<file path="config.mk">
export PLATFORM = sky130hd
export DESIGN_NAME = status_summary_registers
export DESIGN_NICKNAME = d
export VERILOG_FILES = /design/src/rtl/status_pkg.sv /design/src/rtl/status_group.sv /design/src/rtl/status_summary_registers.sv
export SDC_FILE = /design/constraint.sdc
export NUM_CORES = 1
export LEC_CHECK = 0
export BUFFER_PORTS_ARGS = -buffer_cell sky130_fd_sc_hd__buf_2
export CORE_MARGIN = 4
export CORE_UTILIZATION = 35
export CTS_BUF_LIST = sky130_fd_sc_hd__clkbuf_8
export DETAILED_ROUTE_END_ITERATION = 10
export PLACE_DENSITY = 0.5
export SYNTH_ARGS = -nofsm -noshare
export SYNTH_HDL_FRONTEND = slang
export SYNTH_HIERARCHICAL = 1
export SYNTH_SLANG_ARGS = --single-unit
</file>
<file path="constraint.sdc">
create_clock -name clock_in -period 2 [get_ports clock_in]
set_clock_uncertainty 0.05 [all_clocks]
set_input_delay 0.4 -clock clock_in [delete_from_list [all_inputs] [get_ports clock_in]]
set_output_delay 0.4 -clock clock_in [all_outputs]
set_load 0.05 [all_outputs]
</file>
<file path="src/rtl/status_pkg.sv">
// Purpose: shared constants and carriers for the status reporting hierarchy
// Assumes: one clock, registers reached through a command port driven by the parser
// Notes: group selects and summary bit positions live here
package status_pkg;

  localparam int GROUP_WIDTH = 16;
  localparam int SUMMARY_WIDTH = 8;

  // summary byte bit positions
  localparam int BIT_UNUSED = 0;
  localparam int BIT_ALARM = 1;
  localparam int BIT_ERROR_QUEUE = 2;
  localparam int BIT_QUESTIONABLE = 3;
  localparam int BIT_MESSAGE = 4;
  localparam int BIT_STANDARD = 5;
  localparam int BIT_MASTER = 6;
  localparam int BIT_OPERATION = 7;

  localparam logic [7:0] SUMMARY_ENABLE_RESET = 8'h00;
  localparam logic [15:0] GROUP_ENABLE_RESET = 16'h0000;
  localparam logic POWER_CLEAR_RESET = 1'b1;

  // register group selects on the command port
  typedef enum logic [2:0] {
    SEL_OPERATION = 3'h0,
    SEL_STANDARD = 3'h1,
    SEL_QUESTIONABLE = 3'h2,
    SEL_ALARM = 3'h3,
    SEL_SUMMARY = 3'h4
  } group_sel_t;

  // which register of a group
  typedef enum logic [1:0] {
    REG_CONDITION = 2'h0,
    REG_EVENT = 2'h1,
    REG_ENABLE = 2'h2
  } reg_sel_t;

  typedef enum logic [2:0] {
    CMD_NONE = 3'h0,
    CMD_READ = 3'h1,
    CMD_WRITE = 3'h2,
    CMD_CLEAR_STATUS = 3'h3,
    CMD_PRESET = 3'h4,
    CMD_SET_POWER_CLEAR = 3'h5
  } cmd_t;

  typedef struct packed {
    cmd_t cmd;
    group_sel_t group;
    reg_sel_t regsel;
    logic [15:0] data;
  } cmd_req_t;

  typedef struct packed {
    logic valid;
    logic [15:0] data;
  } cmd_rsp_t;

endpackage : status_pkg

</file>
<file path="src/rtl/status_group.sv">
// Purpose: one condition, event and enable register group
// Assumes: condition bits arrive on the same clock
// Notes: a latched event stays until read or clear
`timescale 1ns/1ps
module status_group
  import status_pkg::*;
#(
  parameter int WIDTH = GROUP_WIDTH
) (
  // clock and reset
  input wire logic clock_in,
  input wire logic rst_n_in,
  // live status
  input wire logic [WIDTH-1:0] condition_in,
  // control
  input wire logic clear_event_in,
  input wire logic enable_write_in,
  input wire logic enable_clear_in,
  input wire logic [WIDTH-1:0] enable_data_in,
  // state
  output logic [WIDTH-1:0] event_out,
  output logic [WIDTH-1:0] enable_out,
  output logic summary_out
);

  if (WIDTH < 1 || WIDTH > 16) begin : g_width_check
    $error("status_group width out of range");
  end

  logic [WIDTH-1:0] condition_last;
  logic [WIDTH-1:0] rising;
  logic [WIDTH-1:0] next_event;

  assign rising = condition_in & ~condition_last;
  // new events win over a clear in the same cycle; held bits ignore repeats
  assign next_event = (clear_event_in ? '0 : event_out) | rising;
  assign summary_out = |(event_out & enable_out);

  always_ff @(posedge clock_in or negedge rst_n_in) begin
    if (!rst_n_in) begin
      condition_last <= '0;
      event_out <= '0;
    end else begin
      condition_last <= condition_in;
      event_out <= next_event;
    end
  end

  always_ff @(posedge clock_in or negedge rst_n_in) begin
    if (!rst_n_in) begin
      enable_out <= GROUP_ENABLE_RESET[WIDTH-1:0];
    end else if (enable_clear_in) begin
      enable_out <= '0;
    end else if (enable_write_in) begin
      enable_out <= enable_data_in;
    end
  end

endmodule : status_group

</file>
<file path="src/rtl/status_summary_registers.sv">
// Purpose: status summary hierarchy with command port for the parser
// Assumes: command parser on clock_in; live status inputs from other clocks/pins
// Notes: answers are binary; decimal text conversion is the parser's job
`timescale 1ns/1ps
module status_summary_registers
  import status_pkg::*;
#(
  parameter int WIDTH = GROUP_WIDTH
) (
  // clock and reset
  input wire logic clock_in,
  input wire logic rst_n_in,
  // restart; keeps stored settings unless power-on-clear is set, which clears the summary enable
  input wire logic restart_in,
  // live status, asynchronous to clock_in
  input wire logic [WIDTH-1:0] operation_cond_in,
  input wire logic [WIDTH-1:0] standard_cond_in,
  input wire logic [WIDTH-1:0] questionable_cond_in,
  input wire logic [WIDTH-1:0] alarm_cond_in,
  input wire logic message_available_in,
  input wire logic error_queue_nonempty_in,
  // command port
  input wire cmd_req_t req_in,
  output cmd_rsp_t rsp_out,
  // state
  output logic [7:0] summary_out,
  output logic [7:0] summary_enable_out,
  output logic power_clear_out
);

  if (WIDTH < 1 || WIDTH > 16) begin : g_width_check
    $error("group width out of range");
  end

  // ==========================================================
  // input synchronisers
  localparam int SYNC_W = 4 * WIDTH + 2;
  logic [SYNC_W-1:0] sync_a;
  logic [SYNC_W-1:0] sync_b;
  logic [WIDTH-1:0] cond_op;
  logic [WIDTH-1:0] cond_std;
  logic [WIDTH-1:0] cond_ques;
  logic [WIDTH-1:0] cond_alarm;
  logic msg_avail;
  logic err_nonempty;

  always_ff @(posedge clock_in or negedge rst_n_in) begin
    if (!rst_n_in) begin
      sync_a <= '0;
      sync_b <= '0;
    end else begin
      sync_a <= {operation_cond_in, standard_cond_in, questionable_cond_in,
                 alarm_cond_in, message_available_in, error_queue_nonempty_in};
      sync_b <= sync_a;
    end
  end

  // live status follows inputs, nothing else writes it
  assign {cond_op, cond_std, cond_ques, cond_alarm, msg_avail, err_nonempty} = sync_b;

  // ==========================================================
  // command decode
  wire is_read = (req_in.cmd == CMD_READ);
  wire is_write = (req_in.cmd == CMD_WRITE);
  wire is_cls = (req_in.cmd == CMD_CLEAR_STATUS);
  wire is_preset = (req_in.cmd == CMD_PRESET);
  wire is_psc = (req_in.cmd == CMD_SET_POWER_CLEAR);
  wire read_event = is_read && (req_in.regsel == REG_EVENT);
  wire write_enable = is_write && (req_in.regsel == REG_ENABLE);

  function automatic logic sel(input group_sel_t g, input group_sel_t want);
    sel = (g == want);
  endfunction : sel

  // reading a group's event register clears it; event register not writable
  wire clr_op = is_cls || (read_event && sel(req_in.group, SEL_OPERATION));
  wire clr_std = is_cls || (read_event && sel(req_in.group, SEL_STANDARD));
  wire clr_ques = is_cls || (read_event && sel(req_in.group, SEL_QUESTIONABLE));
  wire clr_alarm = is_cls || (read_event && sel(req_in.group, SEL_ALARM));

  // ==========================================================
  // register groups
  logic [WIDTH-1:0] ev_op, ev_std, ev_ques, ev_alarm;
  logic [WIDTH-1:0] en_op, en_std, en_ques, en_alarm;
  logic sum_op, sum_std, sum_ques, sum_alarm;

  status_group #(.WIDTH(WIDTH)) u_operation (
    .clock_in(clock_in), .rst_n_in(rst_n_in), .condition_in(cond_op),
    .clear_event_in(clr_op), .enable_clear_in(is_preset),
    .enable_write_in(write_enable && sel(req_in.group, SEL_OPERATION)),
    .enable_data_in(req_in.data[WIDTH-1:0]),
    .event_out(ev_op), .enable_out(en_op), .summary_out(sum_op)
  );
  status_group #(.WIDTH(WIDTH)) u_standard (
    .clock_in(clock_in), .rst_n_in(rst_n_in), .condition_in(cond_std),
    .clear_event_in(clr_std), .enable_clear_in(is_preset),
    .enable_write_in(write_enable && sel(req_in.group, SEL_STANDARD)),
    .enable_data_in(req_in.data[WIDTH-1:0]),
    .event_out(ev_std), .enable_out(en_std), .summary_out(sum_std)
  );
  status_group #(.WIDTH(WIDTH)) u_questionable (
    .clock_in(clock_in), .rst_n_in(rst_n_in), .condition_in(cond_ques),
    .clear_event_in(clr_ques), .enable_clear_in(is_preset),
    .enable_write_in(write_enable && sel(req_in.group, SEL_QUESTIONABLE)),
    .enable_data_in(req_in.data[WIDTH-1:0]),
    .event_out(ev_ques), .enable_out(en_ques), .summary_out(sum_ques)
  );
  status_group #(.WIDTH(WIDTH)) u_alarm (
    .clock_in(clock_in), .rst_n_in(rst_n_in), .condition_in(cond_alarm),
    .clear_event_in(clr_alarm), .enable_clear_in(is_preset),
    .enable_write_in(write_enable && sel(req_in.group, SEL_ALARM)),
    .enable_data_in(req_in.data[WIDTH-1:0]),
    .event_out(ev_alarm), .enable_out(en_alarm), .summary_out(sum_alarm)
  );

  // ==========================================================
  // summary byte
  logic [7:0] next_summary;
  always_comb begin
    next_summary = 8'h00;
    // group events cleared by a read drop their summary bit one clock after the event register clears
    next_summary[BIT_OPERATION] = sum_op;
    next_summary[BIT_STANDARD] = sum_std;
    next_summary[BIT_MESSAGE] = msg_avail;
    next_summary[BIT_QUESTIONABLE] = sum_ques;
    next_summary[BIT_ERROR_QUEUE] = err_nonempty;
    next_summary[BIT_ALARM] = sum_alarm;
    next_summary[BIT_UNUSED] = 1'b0;
    // master bit: summary of the other enabled bits
    next_summary[BIT_MASTER] = |(next_summary & summary_enable_out
                                 & ~(8'h01 << BIT_MASTER));
  end

  // summary follows its sources; a clear status forces one cleared cycle
  always_ff @(posedge clock_in or negedge rst_n_in) begin
    if (!rst_n_in) begin
      summary_out <= 8'h00;
    end else if (is_cls) begin
      summary_out <= 8'h00;
    end else begin
      summary_out <= next_summary;
    end
  end

  // summary enable: preserved across restart unless power-on-clear set
  always_ff @(posedge clock_in or negedge rst_n_in) begin
    if (!rst_n_in) begin
      summary_enable_out <= SUMMARY_ENABLE_RESET;
    end else if (restart_in && power_clear_out) begin
      summary_enable_out <= 8'h00;
    end else if (write_enable && sel(req_in.group, SEL_SUMMARY)) begin
      // zero clears all bits; bit 6 is not maskable
      summary_enable_out <= req_in.data[7:0] & 8'hbf;
    end
  end

  always_ff @(posedge clock_in or negedge rst_n_in) begin
    if (!rst_n_in) begin
      power_clear_out <= POWER_CLEAR_RESET;
    end else if (is_psc) begin
      power_clear_out <= req_in.data[0];
    end
  end

  // ==========================================================
  // read answers, binary sum of weights
  function automatic logic [15:0] pick(input reg_sel_t r, input logic [WIDTH-1:0] c,
                                       input logic [WIDTH-1:0] e, input logic [WIDTH-1:0] n);
    logic [WIDTH-1:0] v;
    v = (r == REG_CONDITION) ? c : (r == REG_EVENT) ? e : n;
    pick = 16'(v);
  endfunction : pick

  logic [15:0] read_value;
  always_comb begin
    unique case (req_in.group)
      SEL_OPERATION: read_value = pick(req_in.regsel, cond_op, ev_op, en_op);
      SEL_STANDARD: read_value = pick(req_in.regsel, cond_std, ev_std, en_std);
      SEL_QUESTIONABLE: read_value = pick(req_in.regsel, cond_ques, ev_ques, en_ques);
      SEL_ALARM: read_value = pick(req_in.regsel, cond_alarm, ev_alarm, en_alarm);
      SEL_SUMMARY: read_value = (req_in.regsel == REG_ENABLE) ?
                                {8'h00, summary_enable_out} : {8'h00, summary_out};
      default: read_value = 16'h0000;
    endcase
  end

  always_ff @(posedge clock_in or negedge rst_n_in) begin
    if (!rst_n_in) begin
      rsp_out <= '0;
    end else begin
      rsp_out.valid <= is_read;
      rsp_out.data <= is_read ? read_value : 16'h0000;
    end
  end

  // ==========================================================
  // assertions
  wire [WIDTH-1:0] wr_data = req_in.data[WIDTH-1:0];
endmodule : status_summary_registers
</file>
# Word-level counts from Yosys, hierarchy flattened
# Cells that the tools add are included.
# word_totals
out_inout_bits,34
latchBits,0
in_bits,93
reg_bits,358
mem_bits_rw,0
romBits,0
mem_count,0
word_cells,101
# op_classes
div_mod_pow,0
shift,0
muxes,26
multipliers,0
reduce_logical,28
order_cmp,0
add_sub_neg,0
eq_ne,11
bitwise,17
# ops
operator,count
$mux 16,21
$and 16x16->16,8
$pmux 16 s5,1
$not 16->16,4
$or 16x16->16,4
$reduce_or 16->1,4
$mux 8,4
$eq 3x2->1 const B,4
$logic_and 1x1->1,12
$reduce_bool 2->1,5
$eq 3x3->1 const B,3
$and 8x8->8,1
$reduce_or 7->1,1
$eq 3x1->1 const B,2
$logic_or 1x1->1,4
$logic_not 3->1,1
$eq 2x1->1 const B,1
$eq 2x2->1 const B,1
$logic_not 2->1,1

# Logic depth before layout (Yosys ltp)
# depth
word_depth,6
depth_mapped,9
mapped_depth_nobuf,6

# By module
# Netlist, hierarchy kept.
# modules_own_cells
module,n_inst,seq_area_each_um2,area_each_um2,cells_per_inst
status_group,4,1201.2,1793.0,143
status_summary_registers,1,4105.2,6318.6,503

# Least setup slack after synthesis
# Ideal clock, no wire load.
# synth_timing
kind,input port to flip-flop
startpoint,in req_in[16] in the netlist's numbering
endpoint,reg u_alarm.enable_out[10]
path_stages,9
t_arrival_ns,1.965
slack_ns,-0.136
n_path_buf,5
required_ns,1.829
setup_time_ns,0.121
cell_sequence,buf_2 buf_2 buf_2 or3_1 nor2_1 buf_6 buf_12 mux2i_1 nor2_1
# synth_via
elab_chain_len,4
# synth_rtl
item,line,rtl
start: declaration,status_summary_registers.sv:23,"input wire cmd_req_t req_in,"
$eq 2x2->1,status_summary_registers.sv:69,wire write_enable = is_write && (req_in.regsel == REG_ENABLE);
$logic_and 1x1->1,status_summary_registers.sv:69,
$logic_and 1x1->1,status_summary_registers.sv:111,".enable_write_in(write_enable && sel(req_in.group, SEL_ALARM)),"
$reduce_bool 2->1 (no source line),--,
end signal: assignment,status_group.sv:51,enable_out <= GROUP_ENABLE_RESET[WIDTH-1:0];
end signal: assignment,status_group.sv:55,enable_out <= enable_data_in;
end: declaration,status_group.sv:22,"output logic [WIDTH-1:0] enable_out,"
# No other way between the ends.
# A chain may end at the register's enable or synchronous reset.

# Worst setup path in the final report
# layout_timing
startpoint,reg u_alarm.enable_out[2]
endpoint,reg summary_out[6]
# layout_via
elab_chain_len,5
# layout_rtl
item,line,rtl
$and 16x16->16,status_group.sv:37,assign summary_out = |(event_out & enable_out);
$reduce_or 16->1,status_group.sv:37,
named net next_summary[1],status_summary_registers.sv:118,logic [7:0] next_summary;
$and 8x8->8,status_summary_registers.sv:130,next_summary[BIT_MASTER] = |(next_summary & summary_enable_out
$reduce_or 7->1,status_summary_registers.sv:130,
$mux 8,status_summary_registers.sv:138,end else if (is_cls) begin
end signal: assignment,status_summary_registers.sv:141,summary_out <= next_summary;
end: declaration,status_summary_registers.sv:26,"output logic [7:0] summary_out,"
# The timed path passes the listed nets, and every way through them passes these cells.

==> metrics <==
status=completed; Max Clock Freq=approximately 0.52 GHz; Clock transition at path regs=~0.060 ns; worst r2r src=u_alarm/enable_out[2]$_DFFE_PN0P_; number of global-route vias before repair=slightly above 9000; PD cells=914 mW/mm^2; Post-synth EDFFs=0; critical path's largest stage delay=around 0.45 ns; Final Cycle Share=0.953; Yosys cell types=44; nets=1463; Tightest Pin Transition=0.520 ns; sequential share of power=0.501; first-pass GRT wire length=roughly 57000 um; Critical Path RT=approximately 2.5 ns; Layout fillers=around 3600; switching power=between 4 and 5 mW; Worst EP arrival=about 2.4 ns; Clock Latency Late Sink=0.64 ns; largest net degree at the start of global routing=77; crit end category=flip-flop; initial DRC count=slightly below 700; Core ar.=0.0378 sq mm; grt ovf=0; remaining antenna violation count=0; unrepaired setup endpoints after global routing=true; cell area after synthesis=0.0135 sq mm; syn avg cell area=about 13 sq um; Num CTS Buffers=59; min cycle time layout=about 1.9 ns; worst hold start=req_in[23]; DR pass1 iterations=5; Buf/Inv on CP=0; cell repeated most along the worst path=a221oi_2; Yosys warning count=6; CTS H-Tree Depth=2; crit path launch=u_alarm/enable_out[2]$_DFFE_PN0P_; I/O pin total=between 100 and 150; crit start category=flip-flop; crit-path leading delay family=compound AO/OA/AOI/OAI gates; final hold viol count=0; Seq cells post-synth=~360; setup ws final=roughly 0.095 ns; Slew Limit Fails=0; # Post-CTS Setup Buffers=0; share of the synthesized area in the top cell type=0.659; maximum fanout along the worst path=3; final non-filler cell total=approximately 1900; Main synth FF type=dfrtp_1; post-synthesis sequential area ratio=0.660; Detail Placement HPWL=~26000 um; Die Span Y=204 um; Via Count=9023; Leakage=~8.4 nW; Max Cap Viol=0; total power=between 15 and 20 mW; Int Pwr=between 10 and 15 mW; dpl ws=-0.236 ns; Post-route DRC=0; initial antenna violation count=1; share of post-route cells with drive strength above 1=0.244; clk buf depth=3; Die Wd=around 200 um; Hold Path Class=input port to flip-flop; Clock Tree Root=clkbuf_8; Net Sw Frac=0.254; Inserted Diodes=0; gr usage total=0.180; ys async rst share=1.00; CTS tree=done; Final Wtd Congestion=0.868; clock power share=0.408; Combinational Power Share=0.092; Rows=71; critical path class=flip-flop to flip-flop; slowest cell on the critical path=dfrtp_1; DR WL/cell=about 19 um; Layout area overhead=28.0%; Synth area leader=dfrtp_1; die area=about 0.042 sq mm; Slew HR=0.653; initial cell density of the core=0.356; number of port buffers=124; Final Setup Violations=0; clk sink count=between 300 and 400; Setup TNS=0 ns; Total Wirelength=between 30000 and 40000 um; synth top area cells=dfrtp_1, mux2i_1, inv_1; Post-Synthesis Cells=1075; dpl cells=1753; crit-path cells=a22o_1 -> a221oi_2 -> nand4_1 -> a221oi_2 -> a21boi_1; final hold slack=between 0.08 and 0.09 ns; peak supply drop=between 400 and 500 uV; vias per cell=around 4.7
[layout by cell type (no fill, tap or decap), types with 4 or more instances in the layout]
cell           instances
nand4_1                4
dfrtp_1              355
buf_12                15
nor2_2                 4
a221oi_2              17
buf_2                122
and3_1                 6
clkinv_2              12
a22o_1                17
nor3b_1                5
mux2_2                 6
inv_1                149
a22oi_1               24
o21ai_0               48
nor2_1                73
nor2b_1                7
mux2i_1              133
clkbuf_8              70
a21oi_1               15
dlygate4sd3_1         67
and2_1                 7
nand2_1               46
o22ai_1               70
o211ai_1               5
nor3_1                 7
a31oi_1                7
buf_4                 86
[final cells by class]
type                       count  area (sq um)  area share
inverter                     129           484      0.0280
timing repair buffer         291          2240       0.130
clock inverter                37           241      0.0140
tap                          511           639      0.0370
sequential                   356          8910       0.516
multi-input combinational    533          3780       0.219
clock buffer                  70           963      0.0558
[cell families after synthesis]
kind of cell | count (synthesis) | synth area share
multiplexers | 139 | 0.104
AND/OR/NAND/NOR | 174 | 0.0602
buffers and inverters | 187 | 0.0615
flip-flops | 356 | 0.660
AO/OA/AOI/OAI | 218 | 0.114
other | 1 | 0.000278
[per-layer routing]
metal,GRT usage,part of all wire
met1,0.264,0.48
met2,0.269,0.44
met3,0.0340,0.050
met4,0.0613,0.026
met5,0,0.00035
[cell usage after synthesis, drive strengths merged (15+ instances only)]
cell type and instances:
mux2i 133, nand2 46, clkbuf 28, a22o 17
o21ai 49, dfrtp 355, buf 30, nor2 77
o22ai 70, a22oi 24, a21oi 15, inv 129
a221oi 20
[power by group through the flow]
| stage | Sequential (mW) | Combinational, mW | Clock (mW) |
|---|---|---|---|
| after floorplan | 8.01 | 0.575 | 0 |
| after global placement | 8.02 | 1.34 | 0 |
| after detailed placement | 8.03 | 1.35 | 0 |
| after CTS | 7.90 | 1.46 | 6.71 |
| after global routing | 7.95 | 1.58 | 7.01 |
| final | 7.90 | 1.44 | 6.43 |
[worst min-delay path, cell delays in order]
cell and delay, ns:
buf_2 0.12, nor3b_1 0.06, buf_4 0.14
[per-stage QoR]
stage | utilization | cell area (sq um)
final | 0.456 | 17300
after global routing | 0.456 | 17300
after CTS | 0.456 | 17300
after detailed placement | 0.406 | 15400
after global placement | 0.406 | 15400
after floorplan | - | 13500
[sequential cells by signal (all words and copies together) (netlist names)]
name	flops
u_standard/condition_last	16
sync_b	66
u_operation/condition_last	16
u_operation/enable_out	16
u_alarm/event_out	16
u_questionable/event_out	16
summary_out	7
u_questionable/condition_last	16
u_alarm/enable_out	16
summary_enable_out	7
u_standard/enable_out	16
u_alarm/condition_last	16
power_clear_out	1
rsp_out	17
u_questionable/enable_out	16
u_operation/event_out	16
u_standard/event_out	16
sync_a	66
[repair_timing]
item | in CTS | in global routing
hold buffers | 67 | 0
setup endpoints to repair | 1 | 1
hold endpoints to repair | 331 | 0
resized for setup | 0 | 2
pin swaps | 2 | 5
[worst paths after layout]
check | end | slack [ns] | cells past startpoint
max in group asynchronous | u_operation/event_out[15]$_DFF_PN0_ | 0.98 | 3
min in group asynchronous | sync_a[17]$_DFF_PN0_ | 0.21 | 2
worst min-delay path | rsp_out[16]$_DFF_PN0_ | 0.08 | 3
worst max register to register | summary_out[6]$_DFF_PN0_ | 0.09 | 5
worst max-delay path | summary_out[6]$_DFF_PN0_ | 0.09 | 5
worst min register to register | sync_b[63]$_DFF_PN0_ | 0.29 | 0
Power figures use the tool's default switching activity.
